### src/rtl/sfcs_pkg.sv
// Constants and types for the flash command-triplet sequencer
package sfcs_pkg;
  localparam int ROW_W  = 12;
  localparam int COL_W  = 9;
  localparam int BANK_W = 2;
  localparam int ADDR_W = 12;
  localparam int DATA_W = 32;
  localparam int REQ_W  = BANK_W + ROW_W + COL_W;
  localparam logic [7:0] PROG_SETUP_CODE  = 8'h40;
  localparam logic [7:0] READ_STATUS_CODE = 8'h70;
  localparam logic [2:0] CASLAT_RESET = 3'h2;
  localparam logic [2:0] RCD_CYCLES   = 3'h1;
  localparam int STATUS_W = 8;

  // Command encodings as {csN, rasN, casN, weN}
  localparam logic [3:0] CMD_NOP   = 4'h7;
  localparam logic [3:0] CMD_LCR   = 4'h0;
  localparam logic [3:0] CMD_ACT   = 4'h3;
  localparam logic [3:0] CMD_READ  = 4'h5;
  localparam logic [3:0] CMD_WRITE = 4'h4;
  localparam logic [3:0] CMD_DESEL = 4'hF;

  typedef enum logic [2:0] {
    S_IDLE, S_LCR, S_ACT, S_LAST, S_WAIT, S_DONE
  } sfcs_state_e;

  typedef struct packed {
    logic [3:0]        cmd;
    logic [BANK_W-1:0] bank;
    logic [ADDR_W-1:0] addr;
  } sfcs_cmd_s;
endpackage

### src/rtl/sfcs_sequencer.sv
// Flash command-triplet sequencer for program and status read
`timescale 1ns/1ps
module sfcs_sequencer
  import sfcs_pkg::*;
(
  // Clock and reset
  input  wire logic              core_clk,
  input  wire logic              reset,
  // Requester side
  input  wire logic              reqValid,
  input  wire logic              reqWrite,
  input  wire logic [REQ_W-1:0]  reqAddr,
  input  wire logic [DATA_W-1:0] reqWdata,
  input  wire logic [2:0]        cas_latency_cycles,
  output logic                   reqReady,
  output logic                   rspValid,
  output logic [DATA_W-1:0]      rspRdata,
  // Flash side
  output sfcs_cmd_s              memCmd,
  output logic [DATA_W-1:0]      memDqOut,
  output logic                   memDqOe,
  input  wire logic [DATA_W-1:0] memDqIn
);
  // ************************************************************
  // Sequencer state
  // ************************************************************
  sfcs_state_e       state, next_state;
  logic              isWrite, next_isWrite;
  logic [REQ_W-1:0]  addr, next_addr;
  logic [DATA_W-1:0] wdata, next_wdata;
  logic [2:0]        waitCnt, next_waitCnt;
  sfcs_cmd_s         next_memCmd;
  logic [DATA_W-1:0] next_memDqOut, next_rspRdata;
  logic              next_memDqOe, next_rspValid;
  logic [BANK_W-1:0] bank;
  logic [ROW_W-1:0]  row;
  logic [COL_W-1:0]  col;

  assign bank = addr[REQ_W-1 -: BANK_W];
  assign row  = addr[COL_W +: ROW_W];
  assign col  = addr[COL_W-1:0];
  // Accepting only in idle keeps one sequence in flight at a time
  // busy until done
  assign reqReady = (state == S_IDLE);

  always_comb begin
    next_state    = state;
    next_isWrite  = isWrite;
    next_addr     = addr;
    next_wdata    = wdata;
    next_waitCnt  = waitCnt;
    next_memCmd   = '{cmd: CMD_NOP, bank: '0, addr: '0};
    next_memDqOut = '0;
    next_memDqOe  = 1'b0;
    next_rspValid = 1'b0;
    next_rspRdata = rspRdata;
    case (state)
      S_IDLE: begin
        if (reqValid) begin
          next_isWrite = reqWrite;
          next_addr    = reqAddr;
          next_wdata   = reqWdata;
          next_state   = S_LCR;
        end
      end
      S_LCR: begin
        next_memCmd.cmd  = CMD_LCR;
        next_memCmd.bank = bank;
        next_memCmd.addr = {row[ADDR_W-1:8],
                            isWrite ? PROG_SETUP_CODE : READ_STATUS_CODE};
        next_state = S_ACT;
      end
      S_ACT: begin
        next_memCmd.cmd  = CMD_ACT;
        next_memCmd.bank = bank;
        next_memCmd.addr = row;
        next_state = S_LAST;
      end
      S_LAST: begin
        next_memCmd.bank = bank;
        next_memCmd.addr = {{(ADDR_W-COL_W){1'b0}}, col};
        if (isWrite) begin
          next_memCmd.cmd = CMD_WRITE;
          next_memDqOut   = wdata;
          next_memDqOe    = 1'b1;
          next_state = S_DONE;
        end else begin
          next_memCmd.cmd = CMD_READ;
          // Zero latency is taken as one
          next_waitCnt    = (cas_latency_cycles == 3'h0) ?
                            3'h1 : cas_latency_cycles;
          next_state      = S_WAIT;
        end
      end
      S_WAIT: begin
        // status arrives after the latency
        // The flash latches the read one edge after it leaves here,
        // so the count runs down to zero, not to one
        if (waitCnt == 3'h0) begin
          next_rspRdata = {{(DATA_W-STATUS_W){1'b0}},
                           memDqIn[STATUS_W-1:0]};
          next_state    = S_DONE;
        end else begin
          next_waitCnt = waitCnt - 3'h1;
        end
      end
      S_DONE: begin
        next_rspValid = 1'b1;
        next_state    = S_IDLE;
      end
      default: next_state = S_IDLE;
    endcase
  end

  always_ff @(posedge core_clk or posedge reset) begin
    if (reset) begin
      state    <= S_IDLE;
      isWrite  <= 1'b0;
      addr     <= '0;
      wdata    <= '0;
      waitCnt  <= '0;
      memCmd   <= '{cmd: CMD_NOP, bank: '0, addr: '0};
      memDqOut <= '0;
      memDqOe  <= 1'b0;
      rspValid <= 1'b0;
      rspRdata <= '0;
    end else begin
      state    <= next_state;
      isWrite  <= next_isWrite;
      addr     <= next_addr;
      wdata    <= next_wdata;
      waitCnt  <= next_waitCnt;
      memCmd   <= next_memCmd;
      memDqOut <= next_memDqOut;
      memDqOe  <= next_memDqOe;
      rspValid <= next_rspValid;
      rspRdata <= next_rspRdata;
    end
  end
endmodule

### config.mk
export PLATFORM = sky130hd
export DESIGN_NAME = sfcs_sequencer
export DESIGN_NICKNAME = d
export VERILOG_FILES = /design/src/rtl/sfcs_pkg.sv /design/src/rtl/sfcs_sequencer.sv
export SDC_FILE = /design/constraint.sdc
export NUM_CORES = 1
export LEC_CHECK = 0
export BUFFER_PORTS_ARGS = -buffer_cell sky130_fd_sc_hd__buf_2
export CORE_MARGIN = 5
export CORE_UTILIZATION = 54
export CTS_BUF_LIST = sky130_fd_sc_hd__clkbuf_2
export CTS_CLUSTER_SIZE = 24
export DETAILED_ROUTE_END_ITERATION = 8
export GPL_ROUTABILITY_DRIVEN = 0
export GPL_TIMING_DRIVEN = 0
export PLACE_DENSITY = 0.95
export SYNTH_ARGS = -nofsm -noshare
export SYNTH_HDL_FRONTEND = slang
export SYNTH_SLANG_ARGS = --single-unit
### constraint.sdc
create_clock -name core_clk -period 10.3 [get_ports core_clk]
set_input_delay 2.06 -clock core_clk [delete_from_list [all_inputs] [get_ports core_clk]]
set_output_delay 2.06 -clock core_clk [all_outputs]
set_load 0.02 [all_outputs]
# Word level (Yosys, flattened, before mapping)
# Cells that the tools add are included.
[op_classes]
n_mul = 0
n_addsub = 1
shifts = 0
n_reduce_logical = 8
n_mux = 16
n_eq_ne = 9
n_div = 0
magnitude_cmp = 0
bitwise_logic = 0
[op_table]
columns = ["op", "count"]
rows = [
  ["$mux 32", 2],
  ["$pmux 17 s3", 1],
  ["$mux 3", 5],
  ["$pmux 3 s5", 1],
  ["$logic_not 3->1", 3],
  ["$ne 2x2->1 const B", 4],
  ["$eq 3x2->1 const B", 2],
  ["$eq 3x3->1 const B", 2],
  ["$mux 6", 1],
  ["$pmux 3 s2", 1],
  ["$reduce_and 2->1", 3],
  ["$mux 1", 5],
  ["$eq 3x1->1 const B", 1],
  ["$reduce_and 3->1", 1],
  ["$sub 3x1->3 const B", 1],
  ["$reduce_bool 2->1", 1],
]
[totals]
regBits = 122
latchBits = 0
out_inout_bits = 85
mem_bits_ro = 0
memories = 0
elab_cells = 46
ram_bits = 0

# Depth between registers and ports, before layout
[depth]
word_depth = 4
mapped_depth = 6
mapped_depth_nobuf = 5

# Worst setup path before layout
# Ideal clock, no wire load.
[synth_timing]
kind = "input to register"
startpoint = "input reqValid"
endpoint = "register addr[0]"
arrival_ns = 2.813
slack_ns = 7.363
stages = 4
n_path_buf = 2
cell_sequence = "and2_1 -> buf_4 -> buf_6 -> mux2_2"
[synth_via]
elab_chain_cells = 1
[synth_rtl]
columns = ["element", "line", "text"]
rows = [
  ["start: declaration", "sfcs_sequencer.sv:10", "input wire logic reqValid,"],
  ["$reduce_and 2->1 (no source line)", "-", ""],
  ["end signal: assignment", "sfcs_sequencer.sv:130", "addr <= next_addr;"],
  ["end: declaration", "sfcs_sequencer.sv:29", "logic [REQ_W-1:0] addr, next_addr;"],
]
# Every way passes these cells.
# A chain may end at the register's enable or synchronous reset.

# Final worst setup path
[layout_timing]
startpoint = "register state[0]"
endpoint = "output reqReady"
[layout_via]
elab_chain_cells = 1
[layout_rtl]
columns = ["element", "line", "text"]
rows = [
  ["start: declaration", "sfcs_sequencer.sv:27", "sfcs_state_e state, next_state;"],
  ["start signal: assignment", "sfcs_sequencer.sv:128", "state <= next_state;"],
  ["$logic_not 3->1", "sfcs_sequencer.sv:44", "assign reqReady = (state == S_IDLE);"],
  ["end: declaration", "sfcs_sequencer.sv:15", "output logic reqReady,"],
]
# Every way passes these cells.

==> impl_metrics.json <==
{
  "area_growth_pct": 24.4,
  "cpMaxStageDelayCell": "dfrtp_1",
  "power_density_nw_per_um2": 276,
  "path_class": "flip-flop to output port",
  "r2r_cells": 5,
  "cts_buffer_depth": 2,
  "yosysTopAreaCell": "dfrtp_1",
  "worstPathMaxFanout": 10,
  "postRouteAntennaNets": 0,
  "relSlewSlack_pct": 42.9,
  "die_x_um": 103,
  "layout_min_cycle_time_ns": 3.60,
  "antenna_found_initial": 1,
  "fin_crit_sh_pct": 35.0,
  "cts_inserted_buffers": 17,
  "multi_input_area_um2": 1450,
  "die_h_um": 103,
  "final.setup.tns_ns": 0,
  "cts_tree": "built",
  "finalMaxSlewViolations": 0,
  "dieArea_um2": 10700,
  "coreArea_um2": 8590,
  "setup_violations": 0,
  "wire_per_inst_um": 14.9,
  "synth-edff-count": 0,
  "min_to": "memDqOut[15]",
  "grt_pass1_vias": 3113,
  "io_buffers": 129,
  "syn_area_per_cell_um2": 14.4,
  "clock-sinks": 121,
  "cts_max_level": 4,
  "grt_max_degree": 69,
  "synth_area_leaders": "dfrtp_1 63%, mux2_2 15%, and2_1 4.8%",
  "ys_seq_elements": 121,
  "cp.depth": 3,
  "seqCellArea_um2": 3030,
  "start_util_pct": 54.7,
  "cp-end-kind": "output port",
  "synth_area_um2": 4700,
  "synthDistinctLibCells": 33,
  "maxCapViolations": 0,
  "grt_overflow": 0,
  "grt_pass1_wl_um": 14700,
  "finClkSkew_ns": 0.0318,
  "clkTransAtPathRegs_ns": 0.18,
  "fill_cells": 636,
  "outcome": "finished, final reports clean",
  "worst_slew_pin_slew_ns": 0.855,
  "finalHoldViolCount": 0,
  "min_from": "wdata[15]",
  "max-vdd-ir-drop_v": 0.000156,
  "layout-drive-gt1-share_pct": 51.8,
  "r2r_start": "state[1]",
  "async_reset_ff_share_pct": 100,
  "ys_warn_count": 0,
  "path_buf_inv": 2,
  "fp-row-count": 34,
  "cts.repair.resized": 0,
  "vias": 2963,
  "hp-class": "flip-flop to flip-flop",
  "cp.required_ns": 8.24,
  "fmax_ghz": 0.278,
  "syn_inst": 326,
  "hpwl_um": 6970,
  "ys_seq_area_share_pct": 64.5,
  "drt-vias-per-instance": 4.78,
  "rsz0062_at_grt": "false",
  "diodes": 0,
  "critPathLaunchType": "flip-flop",
  "routed_wl_um": 9240,
  "postCtsHoldBufs": 0,
  "min_path_cells": 1,
  "synthFlopType": "dfrtp_1",
  "clk_root_buffer_cell": "clkbuf_2",
  "finalNetCount": 595,
  "drc_errors": 0,
  "critPathMaxStageDelay_ns": 0.38,
  "cts_setup_buffers": 0,
  "p_leak_nw": 3.08,
  "path_cells": "buf_4 > nor3_2 > buf_2",
  "reg2reg_to": "memDqOut[4]",
  "drt_iter0_markers": 115,
  "critPathTopFamily": "flip-flops",
  "r2r_setup_slack_ns": 8.35,
  "cp.arrival_ns": 1.54,
  "first_pass_iters": 4,
  "pin_count": 179,
  "synth_top_area_share_pct": 62.8,
  "grtUsageTotal_pct": 18.4,
  "insertion_delay_ns": 0.59,
  "fin_util_pct": 68.1
}
[report_power, final]
group	leakage (nW)	internal [W]	switching (W)
logic	1.43	0.000274	0.000298
registers	1.51	0.000665	0.0000792
clock network	0.141	0.000133	0.000169
total	3.08	0.00107	0.000546
[worst max path at each step]
stage	slack, ns	to	startpoint
floorplan	5.03	addr[0]	reset
global route	6.52	reqReady	state[0]
CTS	6.61	reqReady	state[0]
detailed placement	7.07	addr[7]	reqValid
finish	6.70	reqReady	state[0]
global placement	3.95	memCmd[9]	reset
[synthesized netlist by cell type (2+ instances only)]
library cell	number
a21oi_1	5
o21bai_1	3
dfrtp_1	118
dfstp_2	3
nor3b_1	3
o21ai_0	4
nor2b_1	2
nand2b_1	3
mux2_2	64
buf_2	3
ha_1	2
inv_1	7
buf_6	4
and2_0	2
mux2i_1	9
and2_1	36
nor2_1	9
clkbuf_1	4
nand2_1	5
buf_4	27
[registers in the layout, indices dropped and copies added, names as in the netlist]
signal    cells
addr         23
isWrite       1
memCmd       17
memDqOe       1
memDqOut     32
rspRdata      8
rspValid      1
state         3
waitCnt       3
wdata        32
[per-stage QoR]
stage	instance area (um^2)	total power (W)	hold WS [ns]	setup WS (ns)	std cells
global placement	5570	0.00130	0.454	3.95	587
floorplan	4790	0.00117	0.449	5.03	350
global route	5850	0.00174	0.517	6.52	620
detailed placement	5600	0.00134	0.462	7.07	588
CTS	5850	0.00164	0.494	6.61	620
finish	5850	0.00162	0.484	6.70	620
[cells by family (layout without fill, tap and decap cells)]
family | count (synthesis) | after routing | share of synthesized area, %
adders and majority gates | 2 | 2 | 0.532
muxes | 73 | 73 | 17.2
buffers and inverters | 46 | 208 | 6.54
xor gates and xnor gates | 2 | 2 | 0.373
DFF | 121 | 121 | 64.5
other | 1 | 25 | 0.0797
AOI/OAI and AO/OA | 15 | 15 | 1.97
and+or+nand+nor | 66 | 66 | 8.81
[worst register-to-register path: stages (launching register included)]
cell	delay, ns
dfrtp_1	0.35
buf_2	0.18
nand2_1	0.09
nor3b_1	0.71
clkbuf_1	0.37
and2_1	0.18
[layout by cell type (no fill, tap or decap), types with 2 or more instances in the layout]
| master | synthesis | layout |
|---|---|---|
| a21oi_1 | 5 | 5 |
| clkinv_1 | 0 | 2 |
| mux2_2 | 64 | 64 |
| buf_6 | 4 | 4 |
| dfstp_2 | 3 | 3 |
| nor2b_1 | 2 | 2 |
| nor3b_1 | 3 | 3 |
| nor2_1 | 9 | 9 |
| buf_4 | 27 | 27 |
| dfrtp_1 | 118 | 118 |
| nand2b_1 | 3 | 3 |
| o21ai_0 | 4 | 4 |
| o21bai_1 | 3 | 3 |
| and2_1 | 36 | 36 |
| conb_1 | 1 | 25 |
| and2_0 | 2 | 2 |
| nand2_1 | 5 | 5 |
| buf_2 | 3 | 132 |
| ha_1 | 2 | 2 |
| mux2i_1 | 9 | 9 |
| clkinvlp_4 | 0 | 4 |
| clkbuf_1 | 4 | 4 |
| inv_1 | 7 | 6 |
| clkbuf_2 | 0 | 18 |
| bufinv_16 | 0 | 3 |
| clkinv_2 | 0 | 4 |
[per-layer routing]
layer / share of wire [%] / up-vias / GRT usage (%)
met1: 37 / 1479 / 20.5
li1: - / 1389 / -
met3: 7.4 / 8 / 6.91
met4: 0.77 / 2 / 6.08
met5: 0.14 / - / 0
met2: 55 / 85 / 32.5
[cell type report]
| type | instances | area share (%) |
|---|---|---|
| clock buffer | 18 | 1.54 |
| buffer | 39 | 4.81 |
| inverter | 7 | 0.492 |
| clock inverter | 14 | 2.67 |
| sequential | 121 | 51.8 |
| timing repair buffer | 130 | 11.5 |
| tap | 108 | 2.31 |
| multi-input combinational | 183 | 24.9 |
(Power assumes the default switching activity.)
